`src/enc_emu_pkg.sv`:
```
package enc_emu_pkg;

    // ==========================================================
    // encoder types at the feedback connector
    typedef enum logic [2:0] {
        ENC_G1, ENC_G2, ENC_G3, ENC_G4, ENC_R1, ENC_R2, ENC_R8
    } encoder_type_type;

    // ==========================================================
    // counts and widths
    localparam int ANGLE_W = 12;
    localparam int PPR_W = 12;
    localparam logic [PPR_W-1:0] PPR_BASE = 12'h400;
    localparam logic [PPR_W-1:0] PPR_G1 = 12'h800;
    localparam logic [PPR_W-1:0] PPR_G23 = 12'h800;
    localparam logic [PPR_W-1:0] PPR_G4 = 12'h400;
    localparam logic [PPR_W-1:0] RST_PPR = 12'h000;
    localparam logic [1:0] RST_POLE_PAIRS = 2'h0;

    // ==========================================================
    // bit positions in the synchronised pin vector
    localparam int SYN_W = 9;
    localparam int SYN_OA = 0;
    localparam int SYN_OB = 1;
    localparam int SYN_OZ = 2;
    localparam int SYN_AA = 3;
    localparam int SYN_AA_N = 4;
    localparam int SYN_AB = 5;
    localparam int SYN_AB_N = 6;
    localparam int SYN_AZ = 7;
    localparam int SYN_AZ_N = 8;

    // ==========================================================
    // type decoding
    function automatic logic is_resolver(input encoder_type_type t);
        return (t == ENC_R1) || (t == ENC_R2) || (t == ENC_R8);
    endfunction

    function automatic logic [1:0] pole_pairs_of(input encoder_type_type t);
        case (t)
            ENC_R1: return 2'h1;
            ENC_R2: return 2'h2;
            ENC_R8: return 2'h3;
            default: return 2'h0;
        endcase
    endfunction

    function automatic logic [PPR_W-1:0] ppr_of(input encoder_type_type t);
        case (t)
            ENC_G1: return PPR_G1;
            ENC_G2, ENC_G3: return PPR_G23;
            ENC_G4: return PPR_G4;
            ENC_R1: return PPR_BASE;
            ENC_R2: return PPR_BASE + PPR_BASE;
            ENC_R8: return PPR_BASE + PPR_BASE + PPR_BASE;
            default: return RST_PPR;
        endcase
    endfunction

endpackage

```
`src/encoder_emulation.sv`:
```
`timescale 1ns/1ps
module encoder_emulation
    import enc_emu_pkg::*;
(
    input wire logic clk,
    input wire logic rst,
    input wire logic ce,
    input wire encoder_type_type encoder_type,
    input wire logic optical_feedback_build,
    input wire logic [ANGLE_W-1:0] resolver_angle,
    input wire logic opt_track_a,
    input wire logic opt_track_b,
    input wire logic opt_index,
    input wire logic aux_in_track_a_true,
    input wire logic aux_in_track_a_inverted,
    input wire logic aux_in_track_b_true,
    input wire logic aux_in_track_b_inverted,
    input wire logic aux_in_index_true,
    input wire logic aux_in_index_inverted,
    output logic emu_track_a_true,
    output logic emu_track_a_inverted,
    output logic emu_track_b_true,
    output logic emu_track_b_inverted,
    output logic emu_index_true,
    output logic emu_index_inverted,
    output logic [PPR_W-1:0] pulses_per_rev,
    output logic [1:0] pole_pairs,
    output logic optical_build,
    output logic aux_track_a,
    output logic aux_track_b,
    output logic aux_index,
    output logic aux_fault
);

    // ==========================================================
    // state
    typedef struct packed {
        logic [SYN_W-1:0] s1;
        logic [SYN_W-1:0] s2;
        logic [SYN_W-1:0] s3;
        logic [SYN_W-1:0] stable;
        logic strap_taken;
        logic optical_build;
        logic [PPR_W-1:0] ppr;
        logic [1:0] pole_pairs;
        logic ea;
        logic ea_n;
        logic eb;
        logic eb_n;
        logic ez;
        logic ez_n;
        logic aux_a;
        logic aux_b;
        logic aux_z;
        logic aux_fault;
    } emu_state_type;

    emu_state_type st_r;
    emu_state_type st_nxt;
    logic [SYN_W-1:0] pins;
    logic [ANGLE_W-1:0] fcount;
    logic src_a;
    logic src_b;
    logic src_z;
    logic res_mode;

    assign pins = {aux_in_index_inverted, aux_in_index_true,
                   aux_in_track_b_inverted, aux_in_track_b_true,
                   aux_in_track_a_inverted, aux_in_track_a_true,
                   opt_index, opt_track_b, opt_track_a};

    assign res_mode = is_resolver(encoder_type);

    // ==========================================================
    // resolver angle to quadrature count; the angle is electrical,
    // so one count cycle repeats once per pole pair
    quad_follower #(
        .CNT_W(ANGLE_W)
    ) follower (
        .clk(clk),
        .rst(rst),
        .ce(ce),
        .follow_en(res_mode),
        .target(resolver_angle),
        .count_r(fcount)
    );

    // ==========================================================
    // next state
    always_comb begin
        st_nxt = st_r;
        // pins come from outside: three stages, accepted when 2 and 3 agree
        st_nxt.s1 = pins;
        st_nxt.s2 = st_r.s1;
        st_nxt.s3 = st_r.s2;
        for (int i = 0; i < SYN_W; i++) begin
            if (st_r.s2[i] == st_r.s3[i]) begin
                st_nxt.stable[i] = st_r.s3[i];
            end
        end

        // strap caught once, on the first enabled edge after reset
        if (!st_r.strap_taken) begin
            st_nxt.strap_taken = 1'b1;
            st_nxt.optical_build = optical_feedback_build;
        end

        st_nxt.ppr = ppr_of(encoder_type);
        st_nxt.pole_pairs = pole_pairs_of(encoder_type);

        // sources of the three emulated channels
        if (res_mode) begin
            src_a = fcount[1];
            src_b = fcount[1] ^ fcount[0];
            src_z = (fcount == '0);
        end else begin
            src_a = st_r.stable[SYN_OA];
            src_b = st_r.stable[SYN_OB];
            src_z = (encoder_type == ENC_G1) && st_r.stable[SYN_OZ];
        end
        // each track goes out as a true/inverted pair
        st_nxt.ea = src_a;
        st_nxt.ea_n = ~src_a;
        st_nxt.eb = src_b;
        st_nxt.eb_n = ~src_b;
        st_nxt.ez = src_z;
        st_nxt.ez_n = ~src_z;

        // aux input exists only on optical builds; resolver builds read zero
        if (st_r.optical_build) begin
            st_nxt.aux_a = st_r.stable[SYN_AA];
            st_nxt.aux_b = st_r.stable[SYN_AB];
            st_nxt.aux_z = st_r.stable[SYN_AZ];
            st_nxt.aux_fault = (st_r.stable[SYN_AA] == st_r.stable[SYN_AA_N])
                || (st_r.stable[SYN_AB] == st_r.stable[SYN_AB_N])
                || (st_r.stable[SYN_AZ] == st_r.stable[SYN_AZ_N]);
        end else begin
            st_nxt.aux_a = 1'b0;
            st_nxt.aux_b = 1'b0;
            st_nxt.aux_z = 1'b0;
            st_nxt.aux_fault = 1'b0;
        end
    end

    // ==========================================================
    // registers; complementary outputs start as a valid pair
    always_ff @(posedge clk or posedge rst) begin
        if (rst) begin
            st_r <= '0;
            st_r.ea_n <= 1'b1;
            st_r.eb_n <= 1'b1;
            st_r.ez_n <= 1'b1;
            st_r.ppr <= RST_PPR;
            st_r.pole_pairs <= RST_POLE_PAIRS;
        end else if (ce) begin
            st_r <= st_nxt;
        end
    end

    assign emu_track_a_true = st_r.ea;
    assign emu_track_a_inverted = st_r.ea_n;
    assign emu_track_b_true = st_r.eb;
    assign emu_track_b_inverted = st_r.eb_n;
    assign emu_index_true = st_r.ez;
    assign emu_index_inverted = st_r.ez_n;
    assign pulses_per_rev = st_r.ppr;
    assign pole_pairs = st_r.pole_pairs;
    assign optical_build = st_r.optical_build;
    assign aux_track_a = st_r.aux_a;
    assign aux_track_b = st_r.aux_b;
    assign aux_index = st_r.aux_z;
    assign aux_fault = st_r.aux_fault;

    // ==========================================================
    // checks
    pair_a_a: assert property (
        @(posedge clk) disable iff (rst)
        emu_track_a_true != emu_track_a_inverted)
        else $error("track a pair not complementary");

    pair_bz_a: assert property (
        @(posedge clk) disable iff (rst)
        (emu_track_b_true != emu_track_b_inverted) && (emu_index_true != emu_index_inverted))
        else $error("track b or index pair not complementary");

    ppr_select_a: assert property (
        @(posedge clk) disable iff (rst)
        ce |=> (pulses_per_rev == ppr_of($past(encoder_type))))
        else $error("pulse count does not match encoder type");

    resolver_ppr_a: assert property (
        @(posedge clk) disable iff (rst)
        (ce && res_mode) |=> (pulses_per_rev == PPR_BASE * pole_pairs))
        else $error("resolver pulse count not pole pairs times base");

    optical_noindex_a: assert property (
        @(posedge clk) disable iff (rst)
        (ce && !res_mode && (encoder_type != ENC_G1)) |=> !emu_index_true)
        else $error("index seen on optical type without index");

    resolver_index_a: assert property (
        @(posedge clk) disable iff (rst)
        (ce && res_mode) |=> (emu_index_true == ($past(fcount) == '0)))
        else $error("resolver index not at count zero");

    optical_pass_a: assert property (
        @(posedge clk) disable iff (rst)
        (ce && !res_mode) |=> ((emu_track_a_true == $past(st_r.stable[SYN_OA]))
                               && (emu_track_b_true == $past(st_r.stable[SYN_OB]))))
        else $error("optical tracks not passed through");

    quad_gray_a: assert property (
        @(posedge clk) disable iff (rst)
        (ce && res_mode && $past(ce && res_mode))
            |=> !($changed(emu_track_a_true) && $changed(emu_track_b_true)))
        else $error("a and b changed together");

    aux_gate_a: assert property (
        @(posedge clk) disable iff (rst)
        (ce && !optical_build) |=> !(aux_track_a || aux_track_b || aux_index || aux_fault))
        else $error("aux input active on resolver build");

    sync_delay_a: assert property (
        @(posedge clk) disable iff (rst)
        (ce && res_mode) |=> (emu_track_a_true == $past(fcount[1])))
        else $error("emulated track lags more than one cycle");

endmodule

```
`src/quad_follower.sv`:
```
`timescale 1ns/1ps
module quad_follower
    import enc_emu_pkg::*;
#(
    parameter int CNT_W = ANGLE_W
) (
    input wire logic clk,
    input wire logic rst,
    input wire logic ce,
    input wire logic follow_en,
    input wire logic [CNT_W-1:0] target,
    output logic [CNT_W-1:0] count_r
);

    // refused at elaboration: the gray decode needs two count bits plus a sign bit
    if (CNT_W < 3) begin : g_width_check
        $error("quad_follower: CNT_W must be at least 3");
    end

    typedef struct packed {
        logic [CNT_W-1:0] cnt;
    } follow_state_type;

    follow_state_type st_r;
    follow_state_type st_nxt;
    logic [CNT_W-1:0] diff;

    // ==========================================================
    // one quadrature count per cycle along the shorter way round,
    // so a/b never skip a state however fast the shaft turns
    always_comb begin
        st_nxt = st_r;
        diff = target - st_r.cnt;
        if (follow_en && (diff != '0)) begin
            if (diff[CNT_W-1]) begin
                st_nxt.cnt = st_r.cnt - 1'b1;
            end else begin
                st_nxt.cnt = st_r.cnt + 1'b1;
            end
        end
    end

    always_ff @(posedge clk or posedge rst) begin
        if (rst) begin
            st_r <= '0;
        end else if (ce) begin
            st_r <= st_nxt;
        end
    end

    assign count_r = st_r.cnt;

    // ==========================================================
    // checks
    single_step_a: assert property (
        @(posedge clk) disable iff (rst)
        ce |=> ((st_r.cnt == $past(st_r.cnt)) || (st_r.cnt == $past(st_r.cnt) + 1'b1)
                || (st_r.cnt == $past(st_r.cnt) - 1'b1)))
        else $error("follower moved more than one count");

    keeps_moving_a: assert property (
        @(posedge clk) disable iff (rst)
        (ce && follow_en && (target != st_r.cnt)) |=> (st_r.cnt != $past(st_r.cnt)))
        else $error("follower stalled while behind");

endmodule
```
`config.mk`:
```
export PLATFORM = sky130hd
export DESIGN_NAME = encoder_emulation
export DESIGN_NICKNAME = d
export VERILOG_FILES = /design/src/enc_emu_pkg.sv /design/src/encoder_emulation.sv /design/src/quad_follower.sv
export SDC_FILE = /design/constraint.sdc
export NUM_CORES = 1
export LEC_CHECK = 0
export ABC_AREA = 1
export BUFFER_PORTS_ARGS = -buffer_cell sky130_fd_sc_hd__buf_2
export CAP_MARGIN = 20
export CORE_AREA = 2 2 105 117
export DETAILED_ROUTE_END_ITERATION = 6
export DIE_AREA = 0 0 107 119
export GPL_ROUTABILITY_DRIVEN = 0
export HOLD_SLACK_MARGIN = 0.1
export PLACE_DENSITY = 0.6
export SYNTH_ARGS = -nofsm -noshare
export SYNTH_HDL_FRONTEND = slang
export SYNTH_SLANG_ARGS = --single-unit
```
`constraint.sdc`:
```
create_clock -name clk -period 3.7 [get_ports clk]
set_input_delay 0.37 -clock clk [delete_from_list [all_inputs] [get_ports clk]]
set_output_delay 0.37 -clock clk [all_outputs]
set_load 0.03 [all_outputs]
```
; ---- Yosys cells after proc, flatten, opt, wreduce, memory -nomap -nowiden
; Index checks and enable logic that the tools add are counted.
[word_totals]
ff_bits = 74
latch_bits = 0
ramBits = 0
rom_bits = 0
input_bits = 28
out_inout_bits = 25
wordCells = 82
mem_count = 0
[op_classes]
add_sub_neg = 3
multipliers = 0
div_mod_pow = 0
order_cmp = 0
n_eq_ne = 18
shift = 0
mux = 7
n_bitwise = 5
reduce_logical = 22
[ops]
columns = cell, count
row1 = one-hot mux 12 bit (3 select lines), 1
row2 = AND reduction 2 bit, 11
row3 = adder 12 x 1 -> 12 bit (second input constant), 1
row4 = equality test 1 bit, 12
row5 = logical NOT 12 bit, 1
row6 = two-way mux 12 bit, 1
row7 = nonzero test 12 bit, 1
row8 = subtractor 12 x 1 -> 12 bit (second input constant), 1
row9 = subtractor 12 bit, 1
row10 = equality test 3 bit (second input constant), 3
row11 = equality test 3 x 2 -> 1 bit (second input constant), 2
row12 = one-hot mux 2 bit (3 select lines), 1
row13 = logical OR 1 bit, 4
row14 = two-way mux 4 bit, 1
row15 = NOT 1 bit, 4
row16 = OR reduction 4 bit, 1
row17 = equality test 3 x 1 -> 1 bit (second input constant), 1
row18 = logical NOT 3 bit, 1
row19 = two-way mux 1 bit, 3
row20 = logical AND 1 bit, 2
row21 = OR reduction 2 bit, 1
row22 = bitwise XOR 1 bit, 1

; ---- Depth between registers and ports, before layout
[depth]
depth_word = 5
mapped_depth = 23
ltp_nobuf = 23

; ---- Modules after synthesis
; Synthesis repeated with hierarchy kept, for this count alone.
[hier_totals]
hier_cells = 502
hier_area_um2 = 3975.1
[by_module_without_submodules]
columns = module, instances, cells_per_inst, area_per_inst_um2, seq_area_each_um2
row1 = encoder_emulation, 1, 248, 2269.7, 1305.0
row2 = quad_follower, 1, 254, 1705.4, 300.3

; ---- Worst setup path before layout
; Ideal clock, no wire load.
[synth_path]
path_type = register -> register
from = register follower.st_r (netlist bit follower.count_r[1])
to = register follower.st_r (netlist bit follower.count_r[8])
setup_ps = 116
t_arrival_ps = 2609
required_time_ps = 3584
slack_ps = 974
stages_incl_launch_ff = 18
path_buffers = 0
synth_period_minus_slack_ps = 2726
path_cell_list = dfrtp_1 > inv_1 > ha_1 > nand3_1 > nand2_2 > nand3_2 > nand3_1 > nand2_1 > nand2_2 > inv_1 > ha_1 > nand2_1 > o21a_1 > or3_1 > nand3_1 > nand2_1 > nand3_1 > nand2_1
[synth_between]
elab_chain_cells = 4
elab_cells_between_ends = 7
cone_classes = add/sub: 3 / mux: 1 / reduce/logical: 3
[synth_rtl]
columns = item, line_no
row1 = start: declaration, quad_follower.sv:24  ; follow_state_type st_r;
row2 = start signal: assignment, quad_follower.sv:47  ; st_r <= st_nxt;
row3 = subtractor 12 bit, quad_follower.sv:33  ; diff = target - st_r.cnt;
row4 = nonzero test 12 bit, quad_follower.sv:34  ; if (follow_en && (diff != '0)) begin
row5 = logical AND 1 bit, quad_follower.sv:34
row6 = AND reduction 2 bit (no line), -
; Several ways; a longest one is shown, not always the timed one.
; A chain may end at the register's enable or synchronous reset.

; ---- Final worst setup path
[layout_path]
from = register follower.st_r (netlist bit follower.count_r[6])
to = register follower.st_r (netlist bit follower.count_r[11])
; The elaborated chain is that of the path after synthesis.

==> metrics.txt <==
Die Ht=119 µm; Setup WS post-layout=518 ps; Critical-path top delay cell=dfrtp_1; worst r2r src=follower.count_r[6]; nets@finish=625; Final Non-Filler Cells=732; Sum Neg Setup Slack=0 ps; vias in the first global route=3425; Net Sw Frac=43.3%; DP Area=0.00426 mm²; antenna viol nets, final=0; die footprint=0.0127 mm²; first-pass GRT wire length=15500 µm; Primary FF master, synth=dfrtp_1; Post-synth EDFFs=0; TritonCTS clock tree=yes; PortBufs=42; cell family with most CP delay=simple AND/OR/NAND/NOR gates; Startpoint Class=flop; crit-path max FO=11; switching power=1.66 mW; Most common cell on crit path=nand2_1; Final Critical Period=3180 ps; combinational share of power=52.3%; drc violations=0; WHS Endpoint=st_nxt[52]; Hold-fix buffers, CTS=0; Resized Gates After CTS=0; Area Overhead vs Synth=16.1%; crit path DAT=3400 ps; ys async rst share=100%; hold path cells=3; GR Util All Layers=15.1%; Synth Cell Area=0.00396 mm²; Avg Inst Size Synth=7.44 µm²; Req. time, crit path=3920 ps; GR Overflow Total=0; initial antenna violation count=1; most frequent cells after synthesis=nand2_1 (176), inv_1 (66), dfrtp_1 (61), o21ai_0 (45), nand3_1 (38); Post-Syn Instances=532; CTS Buf Count=9; H-tree levels=3; share of the synthesized area in the top cell type=38.6%; crit end category=flop; final core occ=39.2%; CP bufs+invs=3; P_int=2.18 mW; top cells by area, synth=dfrtp_1 (39%), nand2_1 (17%), ha_1 (7.0%); CP peak stage delay=410 ps; diode count=0; CTS max path bufs=2; post-synth top area cell=dfrtp_1; Seq pwr share=24.8%; largest net degree at the start of global routing=50; leakage power=2.48 nW; WHS=247 ps; Pwr Density=835 mW/mm²; status=complete, no violations; final hold vios=0; crit share post-route=86.0%; RR Endpoint=follower.count_r[11]; Die W=107 µm; sequential element share of the synthesized area=40.6%; Initial Util=33.8%; vias per cell=4.77; Rel. slew slack=57.9%; final wirelength=8760 µm; FP Rows=42; Wirelength per Cell=12.0 µm; clock sinks=64; Syn. warnings=0; FF-to-FF setup slack=520 ps; Initial DRC Count=134; endpoints failing setup=0; count leader, synth=nand2_1; r2r worst-path depth=19; Hold/Removal Path Class=input port to flop; DRT Pass-1 Iters=5; Clock Skew=4.74 ps; Max Slew Vio Count=0; register bit total from synthesis=64; clock share of power=22.8%; Worst VDD drop=0.388 mV; CP Class=flop to flop; post-CTS setup buffer count=0; unrepaired setup endpoints after global routing=false; CP cell instances=inv_1 > ha_1 > nand2_1 > nor2_1 > nand3_2 > nand4_1 > nand2_2 > inv_1 > ha_1 > a21oi_1 > o21ai_0 > nand2_1 > nand3_1 > a21oi_1 > inv_1 > nand2_1 > nand2_1 > nand2_1 > nand2_1; Max-cap violations=0; dpl cells=714; total number of vias=3491; worst slew pin tran=632 ps; I/O pin cnt=53; Total Power=3.84 mW; synth unique cells=35; dpl ws=559 ps; Worst-Skew Late Latency=330 ps; clock tree root buffer cell=clkbuf_16; Final Cell Area=0.00459 mm²; worst hold path startpoint=aux_in_index_inverted; DP HPWL=6510 µm; Worst-path clk slew=50 ps; Highest Clock Rate=0.314 GHz; Core ar.=0.0117 mm²; layout cells sized above 1=12.6%
## cell usage in the layout (no fill, tap or decap)
master         synthesis  final
nor2_2                 3      3
buf_4                 14      3
a21oi_2                1      1
xnor2_1                5      5
nand3b_1               1      1
nand2_1              176    176
nand4_1                9      9
o41ai_1                1      1
o21ai_0               45     45
nor3_1                 2      2
dfrtp_1               61     61
buf_2                  1     42
or3_1                  1      1
a21o_1                 1      1
buf_12                 0      1
dfstp_2                3      3
o21a_1                 5      5
o22a_1                 1      1
o21bai_1               1      1
xor2_1                 7      7
bufinv_16              0      2
nand2_2                4      4
nand3_2                2      2
ha_1                  22     22
clkbuf_1               9      4
conb_1                 1     10
nand3_1               38     38
clkbuf_16              0      9
fa_1                   2      2
clkinvlp_4             0      1
dlygate4sd3_1          0      1
nor2_1                28     28
a22o_1                 3      3
a21oi_1               14     14
mux2i_1                1      1
inv_2                  1      2
or2_1                  1      1
inv_1                 66     65
## layer usage
layer / vias to the layer above / track usage (%) / wire length, µm
met4: 2 / 6.09 / 239
met3: 18 / 3.89 / 482
met2: 107 / 24.8 / 4170
met5: - / 0 / 7
met1: 1610 / 18.9 / 3860
li1: 1754 / - / -
## sequential cells by signal, summed over array words and instances (netlist names), 2 cells and up
register	flops
st_r	19
pulses_per_rev	2
st_nxt	18
follower.count_r	12
pole_pairs	2
## power groups by stage
stage                     Clock, mW  Sequential, mW  Combinational (mW)
after floorplan                   0           0.960                1.58
after global placement            0           0.960                1.94
after detailed placement          0           0.966                1.98
after CTS                     0.899           0.955                1.99
after global routing          0.926           0.974                2.32
final                         0.876           0.954                2.01
## cell type report
class                      count  area [µm²]
inverter                      67         251
clock inverter                 3        67.6
tap                          154         193
clock buffer                  13         240
multi-input combinational    384        1970
timing repair buffer          47         263
sequential                    64        1610
fill                        1221        7120
## worst max-delay path by stage
stage,from,endpoint,slack [ps],depth (start not counted)
global placement,resolver_angle[4],follower.count_r[11],620,19
finish,follower.count_r[6],follower.count_r[11],520,19
detailed placement,follower.count_r[6],follower.count_r[8],560,17
global route,follower.count_r[6],follower.count_r[11],160,19
CTS,follower.count_r[6],follower.count_r[8],530,18
floorplan,follower.count_r[1],follower.count_r[8],970,17
## kinds of logic after synthesis
logic type / count (synthesis) / synth area share [%]
flops: 64 / 40.6
buf+inv: 93 / 10.4
simple gates: 265 / 28.0
other cells: 1 / 0.0948
fa+ha+maj: 24 / 7.97
mux: 1 / 0.253
compound gates: 72 / 10.1
xor+xnor: 12 / 2.66
## tightest hold or removal path, stage by stage
cell and delay (ps):
buf_2 70, nand2_1 40, o21ai_0 50
No activity file was read; power rests on OpenSTA's default activity.
